**src/hdl/apf_pkg.sv**
```systemverilog
// Package for the active power to frequency back end.
// Holds sample carrier types, filter shifts, thresholds and timing counts.
// Assumes a 10 MHz system clock and one sample strobe per converter output.

package apf_pkg;

    // =========================================================
    // Clock and timing
    localparam int  CLK_HZ             = 10_000_000;
    localparam int  SUPPLY_RISE_US     = 100;   // Good level must hold this long
    localparam int  SUPPLY_FALL_US     = 10;    // Bad level must hold this long
    localparam int  LOW_PULSE_US       = 200;   // Low-rate pulse width
    localparam int  CAL_PULSE_US       = 20;    // Calibration pulse width
    localparam int  SUPPLY_RISE_CYC    = (SUPPLY_RISE_US * (CLK_HZ / 1_000_000) > 1) ?
                                         SUPPLY_RISE_US * (CLK_HZ / 1_000_000) : 1;
    localparam int  SUPPLY_FALL_CYC    = (SUPPLY_FALL_US * (CLK_HZ / 1_000_000) > 1) ?
                                         SUPPLY_FALL_US * (CLK_HZ / 1_000_000) : 1;
    localparam int  LOW_PULSE_CYC      = LOW_PULSE_US * (CLK_HZ / 1_000_000);
    localparam int  CAL_PULSE_CYC      = CAL_PULSE_US * (CLK_HZ / 1_000_000);
    localparam int  CNT_W              = 12;

    // =========================================================
    // Filters
    localparam int  SAMPLE_W           = 16;
    localparam int  HPF_FRAC           = 8;     // Fraction bits in the high-pass state
    localparam int  HPF_SHIFT          = 10;    // Pole coefficient 1 - 2^-10
    localparam int  HPF_W              = 32;
    localparam int  PROD_W             = 32;
    localparam int  LPF_CORNER_MHZ     = 8_900; // 8.9 Hz corner, in millihertz
    localparam int  LPF_SHIFT          = 9;     // 2^-9 step at a ~28 kHz sample rate

    // =========================================================
    // Digital to frequency conversion
    localparam int  ACC_W              = 48;
    localparam int  CAL_RATIO_LOG2     = 11;    // Calibration runs 2048 times faster
    localparam logic [ACC_W-1:0] LOW_THRESH = 48'h0080_0000_0000;
    localparam logic [ACC_W-1:0] CAL_THRESH = LOW_THRESH >> CAL_RATIO_LOG2;
    localparam logic [ACC_W-1:0] ACC_RESET  = 48'h0000_0000_0000;

    // =========================================================
    // Carriers
    typedef struct packed {
        logic signed [SAMPLE_W-1:0] current;
        logic signed [SAMPLE_W-1:0] voltage;
    } apf_sample_t;

    typedef struct packed {
        logic [ACC_W-1:0] acc;
        logic             fire;
    } apf_acc_t;

    typedef enum logic [1:0] {
        APF_SUP_DOWN,
        APF_SUP_UP
    } apf_supply_t;

endpackage

```
**src/hdl/apf_core.sv**
```systemverilog
// Active power to frequency converter: optional high-pass and phase match,
// multiply, low-pass, and two accumulators that emit active-low pulses.
// Assumes samples arrive on clk with a one-cycle strobe; pins are asynchronous.

`timescale 1ns/100ps
`default_nettype none

module apf_core (
    input  wire logic                   clk,
    input  wire logic                   rst_b,
    input  wire logic                   hpf_select_input,
    input  wire logic                   supply_above_trip,
    input  wire logic                   sample_strobe,
    input  wire apf_pkg::apf_sample_t   sample,
    output var  logic                   low_rate_pulse_a_n,
    output var  logic                   low_rate_pulse_b_n,
    output var  logic                   calibration_pulse_out_n,
    output var  logic                   supply_good
);

    // =========================================================
    // Accumulate-and-compare, shared by both converters
    function automatic apf_pkg::apf_acc_t acc_step(
        input logic [apf_pkg::ACC_W-1:0]  acc,
        input logic [apf_pkg::PROD_W-1:0] add,
        input logic [apf_pkg::ACC_W-1:0]  thresh
    );
        apf_pkg::apf_acc_t               res;
        logic [apf_pkg::ACC_W-1:0]       sum;
        sum = acc + {{(apf_pkg::ACC_W-apf_pkg::PROD_W){1'b0}}, add};
        if (sum >= thresh) begin
            res.acc  = sum - thresh;
            res.fire = 1'b1;
        end else begin
            res.acc  = sum;
            res.fire = 1'b0;
        end
        return res;
    endfunction

    // =========================================================
    // Pin synchronisers
    logic       sel_meta;
    logic       sel_sync;
    logic       sup_meta;
    logic       sup_sync;

    // Two flops on each asynchronous pin
    always_ff @(posedge clk or negedge rst_b) begin
        if (!rst_b) begin
            sel_meta <= 1'b0;
            sel_sync <= 1'b0;
            sup_meta <= 1'b0;
            sup_sync <= 1'b0;
        end else begin
            sel_meta <= hpf_select_input;
            sel_sync <= sel_meta;
            sup_meta <= supply_above_trip;
            sup_sync <= sup_meta;
        end
    end

    // =========================================================
    // Supply monitor filter with asymmetric hold times
    apf_pkg::apf_supply_t       sup_state;
    apf_pkg::apf_supply_t       next_sup_state;
    logic [apf_pkg::CNT_W-1:0]  sup_cnt;
    logic [apf_pkg::CNT_W-1:0]  next_sup_cnt;
    logic                       next_supply_good;
    logic                       core_clear;

    // State flips only after the opposite level holds long enough
    always_comb begin
        next_sup_state   = sup_state;
        next_sup_cnt     = '0;
        case (sup_state)
            apf_pkg::APF_SUP_DOWN: begin
                if (sup_sync) begin
                    next_sup_cnt = sup_cnt + 1'b1;
                    if (sup_cnt == apf_pkg::CNT_W'(apf_pkg::SUPPLY_RISE_CYC - 1)) begin
                        next_sup_state = apf_pkg::APF_SUP_UP;
                        next_sup_cnt   = '0;
                    end
                end
            end
            apf_pkg::APF_SUP_UP: begin
                if (!sup_sync) begin
                    next_sup_cnt = sup_cnt + 1'b1;
                    if (sup_cnt == apf_pkg::CNT_W'(apf_pkg::SUPPLY_FALL_CYC - 1)) begin
                        next_sup_state = apf_pkg::APF_SUP_DOWN;
                        next_sup_cnt   = '0;
                    end
                end
            end
            default: begin
                next_sup_state = apf_pkg::APF_SUP_DOWN;
            end
        endcase
        next_supply_good = (next_sup_state == apf_pkg::APF_SUP_UP);
    end

    always_ff @(posedge clk or negedge rst_b) begin
        if (!rst_b) begin
            sup_state   <= apf_pkg::APF_SUP_DOWN;
            sup_cnt     <= '0;
            supply_good <= 1'b0;
        end else begin
            sup_state   <= next_sup_state;
            sup_cnt     <= next_sup_cnt;
            supply_good <= next_supply_good;
        end
    end

    assign core_clear = !supply_good;

    // =========================================================
    // High-pass stage; the voltage channel runs an identical filter
    // so both paths carry the same phase at every frequency
    logic signed [apf_pkg::SAMPLE_W-1:0]    cur_f;
    logic signed [apf_pkg::SAMPLE_W-1:0]    volt_f;
    logic                                   s1_valid;

    apf_hpf u_hpf_current (
        .clk    (clk),
        .clear  (core_clear),
        .rst_b  (rst_b),
        .enable (sel_sync),
        .strobe (sample_strobe),
        .din    (sample.current),
        .dout   (cur_f)
    );

    apf_hpf u_hpf_voltage (
        .clk    (clk),
        .clear  (core_clear),
        .rst_b  (rst_b),
        .enable (sel_sync),
        .strobe (sample_strobe),
        .din    (sample.voltage),
        .dout   (volt_f)
    );

    // =========================================================
    // Multiply and low-pass
    logic                                   p_valid;
    logic                                   next_p_valid;
    logic signed [apf_pkg::PROD_W-1:0]      prod;
    logic signed [apf_pkg::PROD_W-1:0]      next_prod;
    logic signed [apf_pkg::PROD_W-1:0]      lpf;
    logic signed [apf_pkg::PROD_W-1:0]      next_lpf;
    logic                                   l_valid;
    logic                                   next_l_valid;
    logic                                   next_s1_valid;
    logic signed [apf_pkg::PROD_W:0]        lpf_err;

    always_comb begin
        next_s1_valid = sample_strobe && !core_clear;
        next_p_valid  = s1_valid && !core_clear;
        next_l_valid  = p_valid && !core_clear;
        next_prod     = prod;
        next_lpf      = lpf;
        lpf_err       = (apf_pkg::PROD_W+1)'(prod) - (apf_pkg::PROD_W+1)'(lpf);
        if (core_clear) begin
            next_prod = '0;
            next_lpf  = '0;
        end else begin
            if (s1_valid) begin
                next_prod = cur_f * volt_f;
            end
            if (p_valid) begin
                // First-order pole near 8.9 Hz at the sample rate
                next_lpf = lpf + apf_pkg::PROD_W'(lpf_err >>> apf_pkg::LPF_SHIFT);
            end
        end
    end

    always_ff @(posedge clk or negedge rst_b) begin
        if (!rst_b) begin
            s1_valid <= 1'b0;
            p_valid  <= 1'b0;
            l_valid  <= 1'b0;
            prod     <= '0;
            lpf      <= '0;
        end else begin
            s1_valid <= next_s1_valid;
            p_valid  <= next_p_valid;
            l_valid  <= next_l_valid;
            prod     <= next_prod;
            lpf      <= next_lpf;
        end
    end

    // =========================================================
    // Digital to frequency conversion
    logic [apf_pkg::ACC_W-1:0]      low_acc;
    logic [apf_pkg::ACC_W-1:0]      next_low_acc;
    logic [apf_pkg::ACC_W-1:0]      cal_acc;
    logic [apf_pkg::ACC_W-1:0]      next_cal_acc;
    logic                           low_fire;
    logic                           cal_fire;
    logic [apf_pkg::PROD_W-1:0]     pos_power;
    apf_pkg::apf_acc_t              low_step;
    apf_pkg::apf_acc_t              cal_step;

    // Only positive active power drives the counters
    always_comb begin
        pos_power    = lpf[apf_pkg::PROD_W-1] ? '0 : lpf;
        low_step     = acc_step(low_acc, pos_power, apf_pkg::LOW_THRESH);
        cal_step     = acc_step(cal_acc, pos_power, apf_pkg::CAL_THRESH);
        next_low_acc = low_acc;
        next_cal_acc = cal_acc;
        low_fire     = 1'b0;
        cal_fire     = 1'b0;
        if (core_clear) begin
            next_low_acc = apf_pkg::ACC_RESET;
            next_cal_acc = apf_pkg::ACC_RESET;
        end else if (l_valid) begin
            next_low_acc = low_step.acc;
            next_cal_acc = cal_step.acc;
            low_fire     = low_step.fire;
            cal_fire     = cal_step.fire;
        end
    end

    always_ff @(posedge clk or negedge rst_b) begin
        if (!rst_b) begin
            low_acc <= apf_pkg::ACC_RESET;
            cal_acc <= apf_pkg::ACC_RESET;
        end else begin
            low_acc <= next_low_acc;
            cal_acc <= next_cal_acc;
        end
    end

    // =========================================================
    // Pulse stretchers; a new quantum restarts the width
    logic [apf_pkg::CNT_W-1:0]      low_cnt;
    logic [apf_pkg::CNT_W-1:0]      next_low_cnt;
    logic [apf_pkg::CNT_W-1:0]      cal_cnt;
    logic [apf_pkg::CNT_W-1:0]      next_cal_cnt;
    logic                           next_low_n;
    logic                           next_cal_n;

    always_comb begin
        next_low_cnt = (low_cnt != '0) ? low_cnt - 1'b1 : low_cnt;
        next_cal_cnt = (cal_cnt != '0) ? cal_cnt - 1'b1 : cal_cnt;
        if (low_fire) begin
            next_low_cnt = apf_pkg::CNT_W'(apf_pkg::LOW_PULSE_CYC);
        end
        if (cal_fire) begin
            next_cal_cnt = apf_pkg::CNT_W'(apf_pkg::CAL_PULSE_CYC);
        end
        if (core_clear) begin
            next_low_cnt = '0;
            next_cal_cnt = '0;
        end
        next_low_n = (next_low_cnt == '0);
        next_cal_n = (next_cal_cnt == '0);
    end

    always_ff @(posedge clk or negedge rst_b) begin
        if (!rst_b) begin
            low_cnt                 <= '0;
            cal_cnt                 <= '0;
            low_rate_pulse_a_n      <= 1'b1;
            low_rate_pulse_b_n      <= 1'b1;
            calibration_pulse_out_n <= 1'b1;
        end else begin
            low_cnt                 <= next_low_cnt;
            cal_cnt                 <= next_cal_cnt;
            low_rate_pulse_a_n      <= next_low_n;
            low_rate_pulse_b_n      <= next_low_n;
            calibration_pulse_out_n <= next_cal_n;
        end
    end

endmodule

`default_nettype wire

```
**src/hdl/apf_hpf.sv**
```systemverilog
// First-order dc blocking filter with a bypass path.
// Assumes din is valid on strobe and clear is synchronous to clk.

`timescale 1ns/100ps
`default_nettype none

module apf_hpf (
    input  wire logic                                   clk,
    input  wire logic                                   rst_b,
    input  wire logic                                   clear,
    input  wire logic                                   enable,
    input  wire logic                                   strobe,
    input  wire logic signed [apf_pkg::SAMPLE_W-1:0]    din,
    output var  logic signed [apf_pkg::SAMPLE_W-1:0]    dout
);

    logic signed [apf_pkg::HPF_W-1:0]       state;
    logic signed [apf_pkg::HPF_W-1:0]       next_state;
    logic signed [apf_pkg::SAMPLE_W-1:0]    prev;
    logic signed [apf_pkg::SAMPLE_W-1:0]    next_prev;
    logic signed [apf_pkg::SAMPLE_W-1:0]    next_dout;
    logic signed [apf_pkg::HPF_W-1:0]       diff;

    // =========================================================
    // Filter update: y += (x - x_prev) - y * 2^-k
    always_comb begin
        diff       = (apf_pkg::HPF_W'(din) - apf_pkg::HPF_W'(prev)) <<< apf_pkg::HPF_FRAC;
        next_state = state;
        next_prev  = prev;
        next_dout  = dout;
        if (clear) begin
            next_state = '0;
            next_prev  = '0;
            next_dout  = '0;
        end else if (strobe) begin
            next_state = state + diff - (state >>> apf_pkg::HPF_SHIFT);
            next_prev  = din;
            // Bypass keeps the same one-sample latency
            next_dout  = enable ? state[apf_pkg::HPF_FRAC +: apf_pkg::SAMPLE_W] : prev;
        end
    end

    // Filter registers
    always_ff @(posedge clk or negedge rst_b) begin
        if (!rst_b) begin
            state <= '0;
            prev  <= '0;
            dout  <= '0;
        end else begin
            state <= next_state;
            prev  <= next_prev;
            dout  <= next_dout;
        end
    end

endmodule

`default_nettype wire

```
**config.mk**
```make
export PLATFORM = sky130hd
export DESIGN_NAME = apf_core
export DESIGN_NICKNAME = d
export VERILOG_FILES = /design/src/hdl/apf_pkg.sv /design/src/hdl/apf_core.sv /design/src/hdl/apf_hpf.sv
export SDC_FILE = /design/constraint.sdc
export NUM_CORES = 2
export LEC_CHECK = 0
export BUFFER_PORTS_ARGS = -buffer_cell sky130_fd_sc_hd__buf_2
export CAP_MARGIN = 20
export CORE_MARGIN = 2
export CORE_UTILIZATION = 30
export CTS_CLUSTER_DIAMETER = 60
export DETAILED_ROUTE_END_ITERATION = 10
export GPL_TIMING_DRIVEN = 1
export SLEW_MARGIN = 30
export SYNTH_ARGS = -nofsm -noshare
export SYNTH_HDL_FRONTEND = slang
export SYNTH_HIERARCHICAL = 1
export SYNTH_SLANG_ARGS = --single-unit
export TNS_END_PERCENT = 1
```
**constraint.sdc**
```tcl
create_clock -name clk -period 6.2 [get_ports clk]
set_input_delay 0.62 -clock clk [delete_from_list [all_inputs] [get_ports clk]]
set_output_delay 0.62 -clock clk [all_outputs]
set_load 0.005 [all_outputs]
```
# == Word-level counts from Yosys, hierarchy flattened ==
# Index checks and enable logic that the tools add are counted.
# totals
ff_bits,336
word_cells,103
input_bits,37
output_inout_bits,4
# classes
add_sub_neg,15
multipliers,1
eq_ne,8
mux,45
n_reduce_logical,8
order_cmp,2
# ops
operator,n
2-to-1 mux 32 bit,8
2-to-1 mux 48 bit,4
2-to-1 mux 16 bit,10
2-to-1 mux 12 bit,10
2-to-1 mux 49 bit,2
adder 48 x 31 -> 48 bit,2
adder 32 x 25 -> 32 bit,2
subtractor 32 x 22 -> 32 bit,2
greater-or-equal comparator 48 x 29 -> 1 bit (second input constant),1
greater-or-equal comparator 48 x 40 -> 1 bit (second input constant),1
subtractor 48 x 29 -> 48 bit (second input constant),1
subtractor 48 x 40 -> 48 bit (second input constant),1
subtractor 16 x 16 -> 17 bit,2
subtractor 32 x 32 -> 33 bit,1
adder 32 x 24 -> 32 bit,1
multiplier 16 x 16 -> 32 bit,1
2-to-1 mux 31 bit,1
logical NOT 12 bit,2
case mux 12 bit (2 select lines),1
nonzero test 12 bit,2
subtractor 12 x 1 -> 12 bit (second input constant),2
adder 12 x 1 -> 12 bit (second input constant),1
== test 12 x 10 -> 1 bit (second input constant),1
== test 12 x 7 -> 1 bit (second input constant),1
other kinds (8),19

# == Depth between registers and ports, before layout ==
# depth
depth_word,9
ltp_mapped,35
mapped_depth_nobuf,29

# == Cells and area by module ==
# Netlist, hierarchy kept.
# modules_own_cells
module,cells_each,instances,area_per_inst_um2
apf_core,3279,1,27976.8
apf_hpf (u_hpf_voltage),690,1,5953.2
apf_hpf (u_hpf_current),647,1,5778.0

# == Least setup slack after synthesis ==
# No wires, ideal clock.
# synth_timing
path_type,register -> register
start,register u_hpf_current/dout[5] (netlist name)
end,register prod[31] (netlist name)
path_stages_with_launch,27
setup_slack_ns,-0.624
period_less_slack_ns,6.824
arrival_ns,6.698
setup_ns,0.127
required_ns,6.073
cell_sequence,dfrtp_1 clkbuf_1 and2_1 fa_1 inv_1 fa_1 fa_1 fa_1 inv_1 fa_1 inv_1 fa_1 inv_1 ha_1 a21o_1 nor3_1 a31oi_1 a21o_1 a41o_1 a211oi_1 a21oi_1 a211o_1 and2_1 a31oi_1 o21ai_0 xnor2_1 o21ai_0
# synth_via
elab_chain_cells,3
# synth_rtl
element,line_no,rtl
"start, declared",apf_hpf.sv:14,output var logic signed [apf_pkg::SAMPLE_W-1:0] dout
"start signal, assigned",apf_hpf.sv:52,dout <= next_dout;
multiplier 16 x 16 -> 32 bit,apf_core.sv:168,next_prod = cur_f * volt_f;
2-to-1 mux 32 bit,apf_core.sv:167,if (s1_valid) begin
2-to-1 mux 32 bit,apf_core.sv:163,if (core_clear) begin
"end signal, assigned",apf_core.sv:188,prod <= next_prod;
"end, declared",apf_core.sv:147,logic signed [apf_pkg::PROD_W-1:0] prod;
# Every way passes these cells. The select of a mux whose other input is x is not followed.
# A chain may end at the register's enable or synchronous reset.

# == Worst setup path after layout ==
# layout_timing
start,register u_hpf_voltage/dout[6] (netlist name)
end,register prod[31] (netlist name)
# layout_via
elab_chain_cells,3
# layout_rtl
element,line_no
"start, declared",apf_hpf.sv:14
"start signal, assigned",apf_hpf.sv:52
multiplier 16 x 16 -> 32 bit,apf_core.sv:168
2-to-1 mux 32 bit,apf_core.sv:167
2-to-1 mux 32 bit,apf_core.sv:163
# Every way passes these cells. The select of a mux whose other input is x is not followed.

==> flow_summary_export.csv <==
group,metric,value,unit
synthesis,synth_xor_area_frac,0.0671,
clocking,cts_buffers,54,
detailed_routing,ant_nets,0,
final_layout,layout_common_cells,"inv_1, nor2_1, nand2_1",
sta,fin_crit_sh,1.02,
detailed_routing,viasPerCell,4.89,
power_and_ir_drop,power.density,147,mW/mm^2
sta,max_clock_freq,157,MHz
power_and_ir_drop,switching_share,0.286,
setup_path,worstPathArrival,6900,ps
flow_run,max-cap-violations,0,
setup_path,path_common_cell,"fa_1",
sta,skew,30.4,ps
grt,track_usage,0.150,
setup_path,worstSetupPathType,"reg -> reg",
floorplan,rows,133,
clocking,htree_levels,2,
synthesis,avgSynthCellArea,8.60,um^2
final_layout,final_area,0.0450,mm^2
floorplan,die_y,368,um
setup_path,reg2reg_slack,-150,ps
setup_path,rr_startpoint,"u_hpf_voltage/dout[6]",
sta,setup_tns,-482,ps
synthesis,post_synth_num_cell_types,126,
sta,setup_viol_count_final,6,
power_and_ir_drop,intPower,4.71,mW
detailed_routing,drc,0,
placed_design,gp_congestion,0.860,
final_layout,drive_gt1_frac,0.102,
placed_design,preCtsSetupSlack,-482,ps
placed_design,dpl-instance-area,0.0427,mm^2
setup_path,cp_slowest_cell,"fa_1",
synthesis,syn_nets,5268,
synthesis,ys_warn_count,6,
synthesis,async_reset_ff_frac,1.00,
floorplan,dieArea,0.135,mm^2
setup_path,r2r_end,"prod[31]",
synthesis,synth_compound_area_frac,0.158,
worst_hold_path,holdPathStages,1,
grt,grt_pass1_vias,32100,
worst_hold_path,worstHoldEndpoint,"sel_meta",
synthesis,synthSimpleGateAreaFrac,0.176,
run_status,outcome,"finished, violations left",
power_and_ir_drop,p_seq_frac,0.335,
grt,grt_util_met2,0.247,
sta,fin_hold_ws,71.3,ps
synthesis,synth_seq_cells,336,
detailed_routing,drtIter0Drc,1724,
grt,grt_use_met3,0.0212,
final_layout,nets,5344,
setup_path,worst-r2r-cell-count,25,
floorplan,die_w,368,um
clocking,clkSinkCount,336,
run_status,violations,"setup timing",
detailed_routing,post_drt_wl_per_cell,15.5,um
sta,slew_headroom,0.337,
floorplan,io_pins,41,
sta,rsz0062_at_grt,"yes",
power_and_ir_drop,clockPowerShare,0.507,
placed_design,port_buffers,40,
grt,grt_max_degree,150,
setup_path,critical_path.startpoint_type,"flip-flop",
power_and_ir_drop,max-vdd-ir-drop,0.000199,V
detailed_routing,dr.pass1.iters,6,
synthesis,synth.area.mux_share,0.0519,
synthesis,synth_edf_count,0,
clocking,clockBufferDepth,3,
sta,final_hold_viol_count,0,
clocking,cts-root-buf,"clkbuf_16",
detailed_routing,wirelength,101000,um
worst_hold_path,worstHoldPathType,"in -> reg",
synthesis,synthFlopType,"dfrtp_1",
detailed_routing,vias,31800,
sta,layout_min_cycle_time,6350,ps
floorplan,core,0.131,mm^2
power_and_ir_drop,switching_power,1.89,mW
floorplan,initial_core_util,0.302,
clocking,clk_pin_slew_worst_paths,50,ps
setup_path,critPathMaxFanout,10,
power_and_ir_drop,comb_power_share,0.158,
grt,grt_pass1_wl,168000,um
final_layout,post-route-util,0.343,
grt,grt_most_used_layer,"met2",
synthesis,syn_area,0.0397,mm^2
placed_design,place_hpwl,77300,um
clocking,cts_tree,"built",
final_layout,final_common_cell,"inv_1",
grt,grt-ovfl-total,0,
setup_path,critical_path_required,6750,ps
grt,antenna_found_initial,2,
worst_hold_path,min-delay-start,"hpf_select_input",
setup_path,end_kind,"flip-flop",
grt,gr-usage-met1,0.206,
sta,maxSlewViolCount,0,
synthesis,ys_seq_area_frac,0.212,
setup_path,cp_slowest_stage_delay,540,ps
synthesis,syn_inst,4616,
sta,worst_pin_slew,995,ps
synthesis,synthAdderAreaFrac,0.255,
synthesis,synth_top_family_by_area,"adder cells",
sta,finalWorstSetupSlack,-154,ps
power_and_ir_drop,power.leakage,20.9,nW
clocking,insertion_delay,660,ps
final_layout,syn_to_final_growth,13.4,%
## synth_stat cells, drive strengths merged (32+ instances only)
cell type    n  area share
nand4       32      0.0052
o21a        42      0.0079
dfrtp      334        0.21
o21ai      164       0.022
buf         58      0.0081
and3        46      0.0074
nand3       81       0.011
xor2       110       0.024
a21o        87       0.016
nand2b      66       0.010
nor3        69      0.0087
fa         315        0.16
inv        601       0.057
clkbuf     151       0.014
a31oi       54      0.0094
a211oi      83       0.017
ha         300       0.095
nor2       452       0.043
and2       137       0.022
a21oi      217       0.028
mux2i      200       0.051
nor2b       46      0.0074
nand2      392       0.037
xnor2      190       0.042
## worst max-delay path, delay by kind of cell, from the launching register on
| family | cells | cell delay [ps] |
|---|---|---|
| fa+ha+maj | 7 | 3260 |
| simple gates | 2 | 310 |
| flops | 1 | 440 |
| buf+inv | 6 | 510 |
| xor+xnor | 1 | 150 |
| compound gates | 9 | 1550 |
## routing by layer
layer	wire, um	up-vias	share of wire
li1	-	15700	-
met1	48100	15500	0.48
met2	46600	508	0.46
met3	4200	122	0.042
met4	2090	0	0.021
met5	0	-	0
## sequential cells by signal, indices dropped and copies added, names as in the netlist, 16 cells and up
name / cells
cal_acc: 48
low_acc: 48
lpf: 32
prod: 32
u_hpf_current/dout: 16
u_hpf_current/prev: 16
u_hpf_current/state: 32
u_hpf_voltage/dout: 16
u_hpf_voltage/prev: 16
u_hpf_voltage/state: 32
## power groups by stage
stage / Clock [mW] / Combinational [mW] / Sequential, mW
4_1_cts: 3.46 / 1.04 / 2.21
6_report: 3.35 / 1.04 / 2.21
3_5_place_dp: 0 / 1.03 / 2.25
5_1_grt: 3.54 / 1.18 / 2.21
3_3_place_gp: 0 / 1.02 / 2.25
2_1_floorplan: 0 / 0.783 / 2.25
## timing repair
| action | 4_1_cts | 5_1_grt |
|---|---|---|
| gates cloned | 0 | 0 |
| setup buffers | 3 | 3 |
| resized for setup | 25 | 36 |
| hold buffers | 1 | 0 |
| endpoints found under the setup margin | 32 | 41 |
| endpoints found under the hold margin | 47 | 0 |
| pin swaps | 36 | 28 |
## worst max-delay path by stage
stage,start,endpoint,slack (ps),cells past startpoint
after global placement,u_hpf_voltage/dout[6],prod[30],-490,26
final,u_hpf_voltage/dout[6],prod[31],-150,25
after floorplan,u_hpf_current/dout[8],prod[31],-80,25
after global routing,u_hpf_voltage/dout[6],prod[29],-400,25
after CTS,u_hpf_voltage/dout[4],prod[31],-270,26
after detailed placement,u_hpf_voltage/dout[6],prod[30],-480,27
## cell type report
class / count / area (um^2)
timing repair buffer: 229 / 1790
multi-input combinational: 3468 / 28400
clock inverter: 28 / 427
tap: 1755 / 2200
inverter: 603 / 2270
sequential: 336 / 8430
fill: 13600 / 86400
antenna: 1 / 2.50
clock buffer: 74 / 1550
## logic make-up (layout without fill, tap and decap cells)
family / after synthesis / after routing
AOI/OAI and AO/OA: 894 / 894
xor gates and xnor gates: 301 / 301
other: 1 / 2
muxes: 205 / 205
DFF: 336 / 336
buffers and inverters: 812 / 934
and+or+nand+nor: 1444 / 1444
adders and majority gates: 623 / 623
## stage by stage
stage	std cells	power, mW
2_1_floorplan	4616	3.03
3_3_place_gp	6382	3.26
3_5_place_dp	6382	3.28
4_1_cts	6488	6.71
5_1_grt	6494	6.93
6_report	6494	6.60
(Power assumes the default switching activity.)
